File: config.mk
export PLATFORM = sky130hd
export DESIGN_NAME = ccm_clock_control
export DESIGN_NICKNAME = d
export VERILOG_FILES = /design/src/shared/ccm_pkg.sv /design/src/rtl/ccm_clock_control.sv /design/src/rtl/ccm_edge_divider.sv
export SDC_FILE = /design/constraint.sdc
export NUM_CORES = 1
export LEC_CHECK = 0
export BUFFER_PORTS_ARGS = -buffer_cell sky130_fd_sc_hd__clkbuf_2
export CORE_ASPECT_RATIO = 0.6
export CORE_MARGIN = 2
export CORE_UTILIZATION = 52
export CTS_CLUSTER_SIZE = 20
export DETAILED_ROUTE_END_ITERATION = 16
export MAX_ROUTING_LAYER = met4
export PLACE_DENSITY_LB_ADDON = 0.3
export SYNTH_ARGS = -nofsm -noshare
export SYNTH_HDL_FRONTEND = slang
export SYNTH_SLANG_ARGS = --single-unit
export TNS_END_PERCENT = 10
File: constraint.sdc
create_clock -name CORE_CLK_IN -period 3.4 [get_ports CORE_CLK_IN]
set_input_delay 0.68 -clock CORE_CLK_IN [delete_from_list [all_inputs] [get_ports CORE_CLK_IN]]
set_output_delay 0.68 -clock CORE_CLK_IN [all_outputs]
set_load 0.01 [all_outputs]
File: src/shared/ccm_pkg.sv
// codec clock mux and pll control: register map, field positions, constants
// assumes 7-bit register indices and 16-bit register words
package ccm_pkg;

   // register indices
   localparam logic [6:0] CLOCK_MUX_AND_DIVIDER_ADDR = 7'h44;
   localparam logic [6:0] PLL_CONFIG_AND_PAGER_ADDR  = 7'h46;
   localparam logic [6:0] POWER_CLOCK_ADDR           = 7'h26;
   localparam logic [6:0] POWER_PLL_ADDR             = 7'h3C;

   // clock_mux_and_divider fields
   localparam int REF_SELECT_BIT   = 0;
   localparam int FIRST_DBL_BIT    = 1;
   localparam int SECOND_DBL_BIT   = 2;
   localparam int SOURCE_SEL_BIT   = 7;
   localparam int POST_DIV_LSB     = 8;
   localparam int POST_DIV_W       = 7;

   // pll_config_and_pager fields
   localparam int N_CODE_LSB       = 12;
   localparam int LOW_RANGE_BIT    = 11;
   localparam int SIGMA_DELTA_BIT  = 10;
   localparam int PREDIV_EN_BIT    = 9;
   localparam int PREDIV_VAL_BIT   = 8;
   localparam int PAGE_SEL_LSB     = 4;
   localparam int PAGE_NIBBLE_LSB  = 0;

   // power register fields
   localparam int CLOCK_OFF_BIT    = 13;
   localparam int PLL_OFF_BIT      = 9;

   // pages
   localparam logic [2:0] PAGE_POST_HI  = 3'h7;
   localparam logic [2:0] PAGE_POST_LO  = 3'h6;
   localparam logic [2:0] PAGE_FRAC_TOP = 3'h5;
   localparam logic [3:0] POST_HI_MASK  = 4'h7;
   localparam logic [3:0] FRAC_TOP_MASK = 4'h3;

   // reset values
   localparam logic SOURCE_SEL_RST = 1'h1;
   localparam logic CLOCK_OFF_RST  = 1'h1;
   localparam logic PLL_OFF_RST    = 1'h1;

   // fixed division ratios
   localparam logic [4:0] PLL_POST_RATIO  = 5'h04;
   localparam logic [4:0] BIT_CLK_RATIO   = 5'h02;
   localparam logic [4:0] PREDIV_OFF      = 5'h01;
   localparam logic [4:0] PREDIV_HALF     = 5'h02;
   localparam logic [4:0] PREDIV_QUARTER  = 5'h04;
   localparam logic [3:0] N_MIN_CODE      = 4'h2;
   localparam logic [3:0] N_ONE           = 4'h1;
   localparam int         LF_FB_SHIFT     = 2;

   typedef enum logic [1:0] {CCM_SW_RUN, CCM_SW_DRAIN, CCM_SW_ARM} ccm_sw_t;

   // divide-by value of a ratio field: code k divides by k+1
   function automatic logic [4:0] ccm_ratio(input logic [3:0] field);
      return {1'h0, field} + 5'h01;
   endfunction

endpackage

File: src/rtl/ccm_clock_control.sv
// codec clock mux and pll control: reference select, doublers, predivider,
// pll settings with paged fractional/post-divider word, clock dividers
// assumes clock pins are sampled at the core clock, well above their rate
//
// Notes on behaviour
// - ref select bit 0 picks first reference (0) or second (1)
// - bits 1 and 2 enable doublers on first and second inputs, reset off
// - predivider: bit 9 off divides by 1, on divides by 2 or 4 per bit 8
// - bit 11 adds divide by 4 in pll feedback for slow inputs
// - bits 15:12 pll divisor; codes 0 and 1 divide by 1
// - bit 10 clear gives integer mode, set enables sigma-delta
// - pll output divided by 4 forms the system clock when source bit 7 is clear
// - fractional word is 22 bits, computed by software
// - page field 6:4 picks one of 8 slots, nibble 3:0 is stored
// - pages 7,6 post-divider; page 5 top frac bits; 4..0 lower nibbles
// - pll clock in use means post-divider comes from the paged word
// - internal clock off bit 13 set stops internal clocks, reset set
// - pll off bit 9 set keeps pll down; reset set
// - link bit clock derives from the system clock, from the pll or the external path
// - source bit 7 clear picks pll, set picks external; reset external
// - external mode hi-fi divides 1 to 8, voice 1 to 16, reset by 1
// - link bit clock is system clock divided by 2
`timescale 1ns/1ps
module ccm_clock_control
   import ccm_pkg::*;
(
   input  wire logic        CORE_CLK_IN,
   input  wire logic        RESETN_IN,
   input  wire logic        CLK_EN_IN,
   input  wire logic        FIRST_REF_CLOCK_IN,
   input  wire logic        SECOND_REF_CLOCK_IN,
   input  wire logic        PLL_OUT_CLOCK_IN,
   input  wire logic        REG_WR_IN,
   input  wire logic        REG_RD_IN,
   input  wire logic [6:0]  REG_ADDR_IN,
   input  wire logic [15:0] REG_WDATA_IN,
   output logic [15:0]      REG_RDATA_OUT,
   output logic             REG_RVALID_OUT,
   output logic             SYSTEM_CLOCK_OUT,
   output logic             BIT_CLOCK_OUT,
   output logic             HIFI_CLOCK_OUT,
   output logic             VOICE_CLOCK_OUT,
   output logic             PLL_REF_CLOCK_OUT,
   output logic [2:0]       PLL_PREDIV_OUT,
   output logic [3:0]       PLL_N_DIV_OUT,
   output logic [5:0]       PLL_FB_DIV_OUT,
   output logic             PLL_LOW_RANGE_OUT,
   output logic             PLL_SDM_EN_OUT,
   output logic [21:0]      PLL_FRAC_OUT,
   output logic             PLL_POWER_DOWN_OUT,
   output logic             INT_CLOCKS_ON_OUT
);

   typedef struct packed {
      logic [2:0]      sync1;
      logic [2:0]      sync2;
      logic [1:0]      sync3;
      logic            ref_select;
      logic            first_dbl;
      logic            second_dbl;
      logic            src_ext;
      logic [6:0]      post_ext;
      logic [3:0]      n_code;
      logic            low_range;
      logic            sdm_en;
      logic            prediv_en;
      logic            prediv_val;
      logic [2:0]      page;
      logic [7:0][3:0] slot;
      logic            clk_off;
      logic            pll_off;
      ccm_sw_t         sw;
      logic            cur_sel;
      logic            ref_out;
      logic            sys_out;
      logic [15:0]     rdata;
      logic            rvalid;
   } ccm_state_t;

   ccm_state_t st_ff;
   ccm_state_t nxt_st;

   logic       ref_first;
   logic       ref_second;
   logic       ref_cur;
   logic       pll_quarter;
   logic [6:0] post_word;
   logic [4:0] prediv_ratio;
   logic [4:0] hifi_ratio;
   logic [4:0] voice_ratio;
   logic       wr_mux;
   logic       wr_pll;

   // doubler: one sample-wide pulse per edge doubles the rate
   assign ref_first  = st_ff.first_dbl ? (st_ff.sync2[0] ^ st_ff.sync3[0])
                                       : st_ff.sync2[0];
   assign ref_second = st_ff.second_dbl ? (st_ff.sync2[1] ^ st_ff.sync3[1])
                                        : st_ff.sync2[1];
   assign ref_cur    = st_ff.cur_sel ? ref_second : ref_first;

   assign prediv_ratio = !st_ff.prediv_en ? PREDIV_OFF :
                         (st_ff.prediv_val ? PREDIV_QUARTER : PREDIV_HALF);
   assign post_word    = st_ff.src_ext ? st_ff.post_ext
                         : {st_ff.slot[PAGE_POST_HI][2:0],
                            st_ff.slot[PAGE_POST_LO]};
   assign hifi_ratio   = ccm_ratio({1'h0, post_word[6:4]});
   assign voice_ratio  = ccm_ratio(post_word[3:0]);

   assign wr_mux = REG_WR_IN && (REG_ADDR_IN == CLOCK_MUX_AND_DIVIDER_ADDR);
   assign wr_pll = REG_WR_IN && (REG_ADDR_IN == PLL_CONFIG_AND_PAGER_ADDR);

   always_comb begin
      nxt_st       = st_ff;
      nxt_st.sync1 = {PLL_OUT_CLOCK_IN, SECOND_REF_CLOCK_IN,
                      FIRST_REF_CLOCK_IN};
      nxt_st.sync2 = st_ff.sync1;
      nxt_st.sync3 = st_ff.sync2[1:0];

      if (wr_mux) begin
         nxt_st.ref_select = REG_WDATA_IN[REF_SELECT_BIT];
         nxt_st.first_dbl  = REG_WDATA_IN[FIRST_DBL_BIT];
         nxt_st.second_dbl = REG_WDATA_IN[SECOND_DBL_BIT];
         nxt_st.src_ext    = REG_WDATA_IN[SOURCE_SEL_BIT];
         nxt_st.post_ext   = REG_WDATA_IN[POST_DIV_LSB +: POST_DIV_W];
      end
      if (wr_pll) begin
         nxt_st.n_code     = REG_WDATA_IN[N_CODE_LSB +: 4];
         nxt_st.low_range  = REG_WDATA_IN[LOW_RANGE_BIT];
         nxt_st.sdm_en     = REG_WDATA_IN[SIGMA_DELTA_BIT];
         nxt_st.prediv_en  = REG_WDATA_IN[PREDIV_EN_BIT];
         nxt_st.prediv_val = REG_WDATA_IN[PREDIV_VAL_BIT];
         nxt_st.page       = REG_WDATA_IN[PAGE_SEL_LSB +: 3];
         // only the addressed slot moves; reserved bits are not kept
         unique case (REG_WDATA_IN[PAGE_SEL_LSB +: 3])
            PAGE_POST_HI: nxt_st.slot[PAGE_POST_HI] =
               REG_WDATA_IN[PAGE_NIBBLE_LSB +: 4] & POST_HI_MASK;
            PAGE_FRAC_TOP: nxt_st.slot[PAGE_FRAC_TOP] =
               REG_WDATA_IN[PAGE_NIBBLE_LSB +: 4] & FRAC_TOP_MASK;
            default: nxt_st.slot[REG_WDATA_IN[PAGE_SEL_LSB +: 3]] =
               REG_WDATA_IN[PAGE_NIBBLE_LSB +: 4];
         endcase
      end
      if (REG_WR_IN && (REG_ADDR_IN == POWER_CLOCK_ADDR)) begin
         nxt_st.clk_off = REG_WDATA_IN[CLOCK_OFF_BIT];
      end
      if (REG_WR_IN && (REG_ADDR_IN == POWER_PLL_ADDR)) begin
         nxt_st.pll_off = REG_WDATA_IN[PLL_OFF_BIT];
      end

      // break-before-make: finish the old high phase, then wait for the
      // new clock to be low so the first pulse out is a whole one
      unique case (st_ff.sw)
         CCM_SW_RUN: begin
            nxt_st.ref_out = ref_cur;
            if (st_ff.ref_select != st_ff.cur_sel) begin
               nxt_st.sw = CCM_SW_DRAIN;
            end
         end
         CCM_SW_DRAIN: begin
            nxt_st.ref_out = ref_cur;
            if (!ref_cur) begin
               nxt_st.cur_sel = st_ff.ref_select;
               nxt_st.sw      = CCM_SW_ARM;
               nxt_st.ref_out = 1'h0;
            end
         end
         CCM_SW_ARM: begin
            nxt_st.ref_out = 1'h0;
            if (!ref_cur) begin
               nxt_st.sw = CCM_SW_RUN;
            end
         end
         // fourth code of the two-bit state is unused; recover quietly low
         default: begin
            nxt_st.sw      = CCM_SW_RUN;
            nxt_st.ref_out = 1'h0;
         end
      endcase

      nxt_st.sys_out = st_ff.src_ext ? st_ff.ref_out : pll_quarter;

      nxt_st.rvalid = REG_RD_IN;
      nxt_st.rdata  = 16'h0000;
      if (REG_RD_IN) begin
         unique case (REG_ADDR_IN)
            CLOCK_MUX_AND_DIVIDER_ADDR: nxt_st.rdata =
               {1'h0, st_ff.post_ext, st_ff.src_ext, 4'h0,
                st_ff.second_dbl, st_ff.first_dbl, st_ff.ref_select};
            PLL_CONFIG_AND_PAGER_ADDR: nxt_st.rdata =
               {st_ff.n_code, st_ff.low_range, st_ff.sdm_en,
                st_ff.prediv_en, st_ff.prediv_val, 1'h0, st_ff.page,
                st_ff.slot[st_ff.page]};
            POWER_CLOCK_ADDR: nxt_st.rdata = {2'h0, st_ff.clk_off, 13'h0000};
            POWER_PLL_ADDR:   nxt_st.rdata = {6'h00, st_ff.pll_off, 9'h000};
            default:          nxt_st.rdata = 16'h0000;
         endcase
      end
   end

   always_ff @(posedge CORE_CLK_IN) begin
      if (!RESETN_IN) begin
         st_ff         <= '0;
         st_ff.sw      <= CCM_SW_RUN;
         st_ff.src_ext <= SOURCE_SEL_RST;
         st_ff.clk_off <= CLOCK_OFF_RST;
         st_ff.pll_off <= PLL_OFF_RST;
      end else if (CLK_EN_IN) begin
         st_ff <= nxt_st;
      end
   end

   // pll input predivider; held still while the pll is powered down
   ccm_edge_divider u_prediv (
      .clk_in   (CORE_CLK_IN),
      .rst_n_in (RESETN_IN),
      .ce_in    (CLK_EN_IN),
      .ena_in   (!st_ff.pll_off),
      .src_in   (st_ff.ref_out),
      .ratio_in (prediv_ratio),
      .div_out  (PLL_REF_CLOCK_OUT)
   );

   ccm_edge_divider u_pll_post (
      .clk_in   (CORE_CLK_IN),
      .rst_n_in (RESETN_IN),
      .ce_in    (CLK_EN_IN),
      .ena_in   (!st_ff.pll_off),
      .src_in   (st_ff.sync2[2]),
      .ratio_in (PLL_POST_RATIO),
      .div_out  (pll_quarter)
   );

   ccm_edge_divider u_bit_clk (
      .clk_in   (CORE_CLK_IN),
      .rst_n_in (RESETN_IN),
      .ce_in    (CLK_EN_IN),
      .ena_in   (1'h1),
      .src_in   (st_ff.sys_out),
      .ratio_in (BIT_CLK_RATIO),
      .div_out  (BIT_CLOCK_OUT)
   );

   // hi-fi and voice clocks stop with internal clocks off; the bit clock stays up, so registers stay reachable
   ccm_edge_divider u_hifi (
      .clk_in   (CORE_CLK_IN),
      .rst_n_in (RESETN_IN),
      .ce_in    (CLK_EN_IN),
      .ena_in   (!st_ff.clk_off),
      .src_in   (st_ff.sys_out),
      .ratio_in (hifi_ratio),
      .div_out  (HIFI_CLOCK_OUT)
   );

   ccm_edge_divider u_voice (
      .clk_in   (CORE_CLK_IN),
      .rst_n_in (RESETN_IN),
      .ce_in    (CLK_EN_IN),
      .ena_in   (!st_ff.clk_off),
      .src_in   (st_ff.sys_out),
      .ratio_in (voice_ratio),
      .div_out  (VOICE_CLOCK_OUT)
   );

   assign SYSTEM_CLOCK_OUT   = st_ff.sys_out;
   assign REG_RDATA_OUT      = st_ff.rdata;
   assign REG_RVALID_OUT     = st_ff.rvalid;
   assign PLL_PREDIV_OUT     = prediv_ratio[2:0];
   assign PLL_N_DIV_OUT      = (st_ff.n_code < N_MIN_CODE) ? N_ONE
                               : st_ff.n_code;
   assign PLL_FB_DIV_OUT     = st_ff.low_range
                               ? ({2'h0, PLL_N_DIV_OUT} << LF_FB_SHIFT)
                               : {2'h0, PLL_N_DIV_OUT};
   assign PLL_LOW_RANGE_OUT  = st_ff.low_range;
   assign PLL_SDM_EN_OUT     = st_ff.sdm_en;
   assign PLL_FRAC_OUT       = {st_ff.slot[5][1:0], st_ff.slot[4],
                                st_ff.slot[3], st_ff.slot[2], st_ff.slot[1],
                                st_ff.slot[0]};
   assign PLL_POWER_DOWN_OUT = st_ff.pll_off;
   assign INT_CLOCKS_ON_OUT  = !st_ff.clk_off;
endmodule

File: src/rtl/ccm_edge_divider.sv
// sampled-clock divider: counts rising edges of a clock level
// assumes src_in is already synchronous to clk_in
`timescale 1ns/1ps
module ccm_edge_divider
   import ccm_pkg::*;
(
   input  wire logic       clk_in,
   input  wire logic       rst_n_in,
   input  wire logic       ce_in,
   input  wire logic       ena_in,
   input  wire logic       src_in,
   input  wire logic [4:0] ratio_in,
   output logic            div_out
);

   typedef struct packed {
      logic       prev;
      logic [3:0] cnt;
      logic       out;
   } ccm_div_state_t;

   ccm_div_state_t st_ff;
   ccm_div_state_t nxt_st;

   always_comb begin
      nxt_st      = st_ff;
      nxt_st.prev = src_in;
      if (!ena_in) begin
         // held low and restarted so it resumes on a clean phase
         nxt_st.cnt = 4'h0;
         nxt_st.out = 1'h0;
      end else begin
         if (src_in && !st_ff.prev) begin
            if (({1'h0, st_ff.cnt} + 5'h01) >= ratio_in) begin
               nxt_st.cnt = 4'h0;
            end else begin
               nxt_st.cnt = st_ff.cnt + 4'h1;
            end
         end
         if (ratio_in <= 5'h01) begin
            nxt_st.out = src_in;
         end else begin
            nxt_st.out = ({1'h0, nxt_st.cnt} < (ratio_in >> 1));
         end
      end
   end

   always_ff @(posedge clk_in) begin
      if (!rst_n_in) begin
         st_ff <= '0;
      end else if (ce_in) begin
         st_ff <= nxt_st;
      end
   end

   assign div_out = st_ff.out;

endmodule

==> results.json <==
{
  "status": "complete, no violations",
  "cts_max_level": 4,
  "cts_sinks": 114,
  "fin_cells": 909,
  "critPathTopFamily": "compound AO/OA/AOI/OAI gates",
  "gr-usage-met1": 0.3643,
  "critPathLaunchType": "register",
  "hold_ws_ns": 0.4876,
  "hold_violations": 0,
  "crit_end": "u_voice.div_out",
  "io_pins": 92,
  "critPathMaxStageDelay_ns": 0.40,
  "regToRegSetupSlack_ns": 0.09,
  "nets": 795,
  "fill_cells": 934,
  "root_buffer": "clkbuf_16",
  "fin_util": 0.6419,
  "grt_first_pass_wirelength_um": 26740,
  "r2r-start": "st_ff[74]",
  "power.leakage_nw": 3.226,
  "end_kind": "register",
  "maxSlewViolCount": 0,
  "antenna_found_initial": 0,
  "cp_slowest_cell": "dfxtp_4",
  "wl_um": 16960,
  "crit_path_start": "st_ff[74]",
  "finClkSkew_ns": 0.007925,
  "synth-seq-area-share": 0.3671,
  "period_share": 0.9748,
  "die_area_mm2": 0.01288,
  "placed_cells": 877,
  "synth_edf_count": 0,
  "clock_path_buffers": 2,
  "die_h_um": 88.70,
  "grt_pass1_vias": 5157,
  "period_needed_ns": 3.314,
  "row_count": 30,
  "async_flop_share": 0,
  "avgRoutedWirePerCell_um": 18.65,
  "regToRegEndpoint": "u_voice.div_out",
  "place.gp.congestion": 0.9294,
  "numCtsBuffers": 17,
  "setup_viol": 0,
  "synth_fp_nets": 750,
  "cp_data_required_time_ns": 3.70,
  "netlist_instances": 692,
  "hold_path.class": "reg -> reg",
  "drt_iter0_drc": 470,
  "maxSlewHeadroom": 0.5422,
  "globalRouteOverflowTotal": 0,
  "ant_nets": 0,
  "cts.clk_slew.worst_paths_ns": 0.06,
  "core-area_mm2": 0.01149,
  "worstPathArrival_ns": 3.61,
  "drc": 0,
  "fmax_ghz": 0.3017,
  "netlist_area_mm2": 0.006217,
  "crit_type": "reg -> reg",
  "powerDensity_mw_per_mm2": 471.0,
  "cts_tree": "yes",
  "grt_busiest_layer": "met2",
  "peakVddDrop_mv": 0.3326,
  "start_util": 0.5413,
  "grt_max_degree": 31,
  "via_per_inst": 5.884,
  "yosys.area.top_type_share": 0.3671,
  "drive_gt1_frac": 0.2457,
  "antennaDiodeCount": 0,
  "ys_ff_latch": 114,
  "cp.depth": 15,
  "place_area_mm2": 0.006515,
  "dp_hpwl_um": 11970,
  "ff2ff_path_depth": 15,
  "cp_cell_sequence": "mux2i_4, inv_2, ha_4, xor2_4, ha_4, nand2_2, o21ai_4, o21ai_2, o21a_1, a22o_1, ha_4, nand3_4, nor3_4, a2111oi_4, a32o_1",
  "io_buffer_count": 91,
  "syn_avg_cell_area_um2": 8.984,
  "synth_top_cell_by_area": "dfxtp_1",
  "use_met3": 0.07371,
  "grt_usage": 0.2740,
  "synthTopCellsByArea": "dfxtp_1 37%, mux2i_1 12%, nor2_1 6.3%, ha_1 5.4%, buf_4 4.7%",
  "synth.distinct_cells": 66,
  "synth_ff_type": "dfxtp_1",
  "chipWidth_um": 145.2,
  "cap_violations": 0,
  "cp_num_buf_inv": 1,
  "finalPower_mw": 3.473,
  "insertion_delay_ns": 0.41,
  "tightest_slew_ns": 0.6867,
  "grtUsageMet2": 0.4095,
  "dr_total_vias": 5349,
  "first_pass_iters": 6,
  "syn_to_final_growth_pct": 18.60,
  "ys_warn_count": 0,
  "post-route-cell-area_mm2": 0.007373,
  "cts_hold_buf": 0,
  "crit_fanout": 6,
  "crit_top_cell": "ha_4"
}
[cell usage after synthesis, drive strengths merged, types with 2 or more instances]
master	count
nand2b	12
nor2b	9
a21oi	37
a2111oi	2
nor4b	2
mux2	5
xor2	5
o31ai	2
and3b	2
xnor2	7
nor3b	7
ha	27
clkbuf	30
and3	16
a32o	5
o21ai	26
a22o	2
a211oi	4
nand4	3
a22oi	5
nand2	32
inv	22
mux4	8
nor2	106
nor3	7
a21o	4
and4	3
nor4	4
a32oi	7
nand3	20
and2	6
nand3b	2
dfxtp	114
a31oi	2
o211ai	4
buf	49
mux2i	76
o2bb2ai	2
[kinds of logic (layout without fill, tap and decap cells)]
kind of cell / count (synthesis) / in the layout / share of synthesized area
AND/OR/NAND/NOR: 234 / 234 / 0.1912
AO/OA/AOI/OAI: 114 / 114 / 0.1218
flip-flops: 114 / 114 / 0.3671
buffers and inverters: 102 / 159 / 0.08835
multiplexers: 89 / 89 / 0.1604
adder cells (fa/ha/maj): 27 / 27 / 0.05434
XOR/XNOR: 12 / 12 / 0.01690
[placed cells by master (no fill, tap or decap), types with 7 or more instances in the layout]
master / n
a21oi_1: 36
a32oi_1: 7
and3_1: 16
buf_4: 13
clkbuf_16: 17
clkbuf_2: 91
clkbuf_8: 7
dfxtp_1: 113
ha_1: 23
inv_1: 20
mux2i_1: 71
mux4_2: 8
nand2_1: 30
nand2b_1: 11
nand3_1: 19
nor2_1: 104
nor2b_1: 9
o21ai_0: 23
[cell type report]
type                       instances  area [um^2]  area share
multi-input combinational        476         3571      0.4843
sequential                       114         2286      0.3100
timing repair buffer             105        564.3     0.07653
clock buffer                      24        521.8     0.07076
tap                              160        200.2     0.02715
clock inverter                     7        143.9     0.01951
inverter                          23        86.33     0.01171
[registers in the layout, indices dropped and copies added, names as in the netlist, 4 cells and up]
| register | flops |
|---|---|
| u_prediv.st_ff | 5 |
| u_voice.st_ff | 4 |
| u_hifi.st_ff | 5 |
| u_bit_clk.st_ff | 4 |
| REG_RDATA_OUT | 16 |
| st_ff | 38 |
| u_pll_post.st_ff | 5 |
| PLL_FRAC_OUT | 22 |
| nxt_st | 5 |
[per-layer routing]
| layer | wire (um) | part of all wire |
|---|---|---|
| met1 | 7687 | 0.45 |
| met3 | 1447 | 0.085 |
| met2 | 7538 | 0.44 |
| met4 | 282 | 0.017 |
| met5 | 0 | 0 |
[metrics by stage]
stage	TNS (ns)	worst slack, ns
after detailed placement	-0.1257	-0.07327
after floorplan	0	0.006068
final	0	0.08566
after CTS	-0.007490	-0.007490
after global placement	0	0.1430
after global routing	-0.03033	-0.03033
[power breakdown]
group          total [mW]  leakage, nW  internal, mW  switching [mW]
Clock                1.99        0.321          1.36           0.625
Sequential           1.35        0.919          1.34         0.00744
Combinational       0.136         1.99        0.0440          0.0920
[worst min-delay path by stage]
stage                          startpoint               to  slack, ns  depth (start not counted)
after detailed placement        st_ff[55]        st_ff[55]       0.47                          1
after CTS                 PLL_FRAC_OUT[4]  PLL_FRAC_OUT[4]       0.48                          2
final                           st_ff[55]        st_ff[55]       0.49                          1
after floorplan           PLL_FRAC_OUT[4]  PLL_FRAC_OUT[4]       0.45                          2
after global routing      PLL_FRAC_OUT[4]  PLL_FRAC_OUT[4]       0.51                          2
after global placement    PLL_FRAC_OUT[5]  PLL_FRAC_OUT[5]       0.46                          2
[what timing repair did]
action                     CTS  global route
pin swaps                    0             8
buffers inserted             0             1
setup endpoints to repair    2             2
gates resized for setup      3            28
Power figures use the tool's default switching activity.
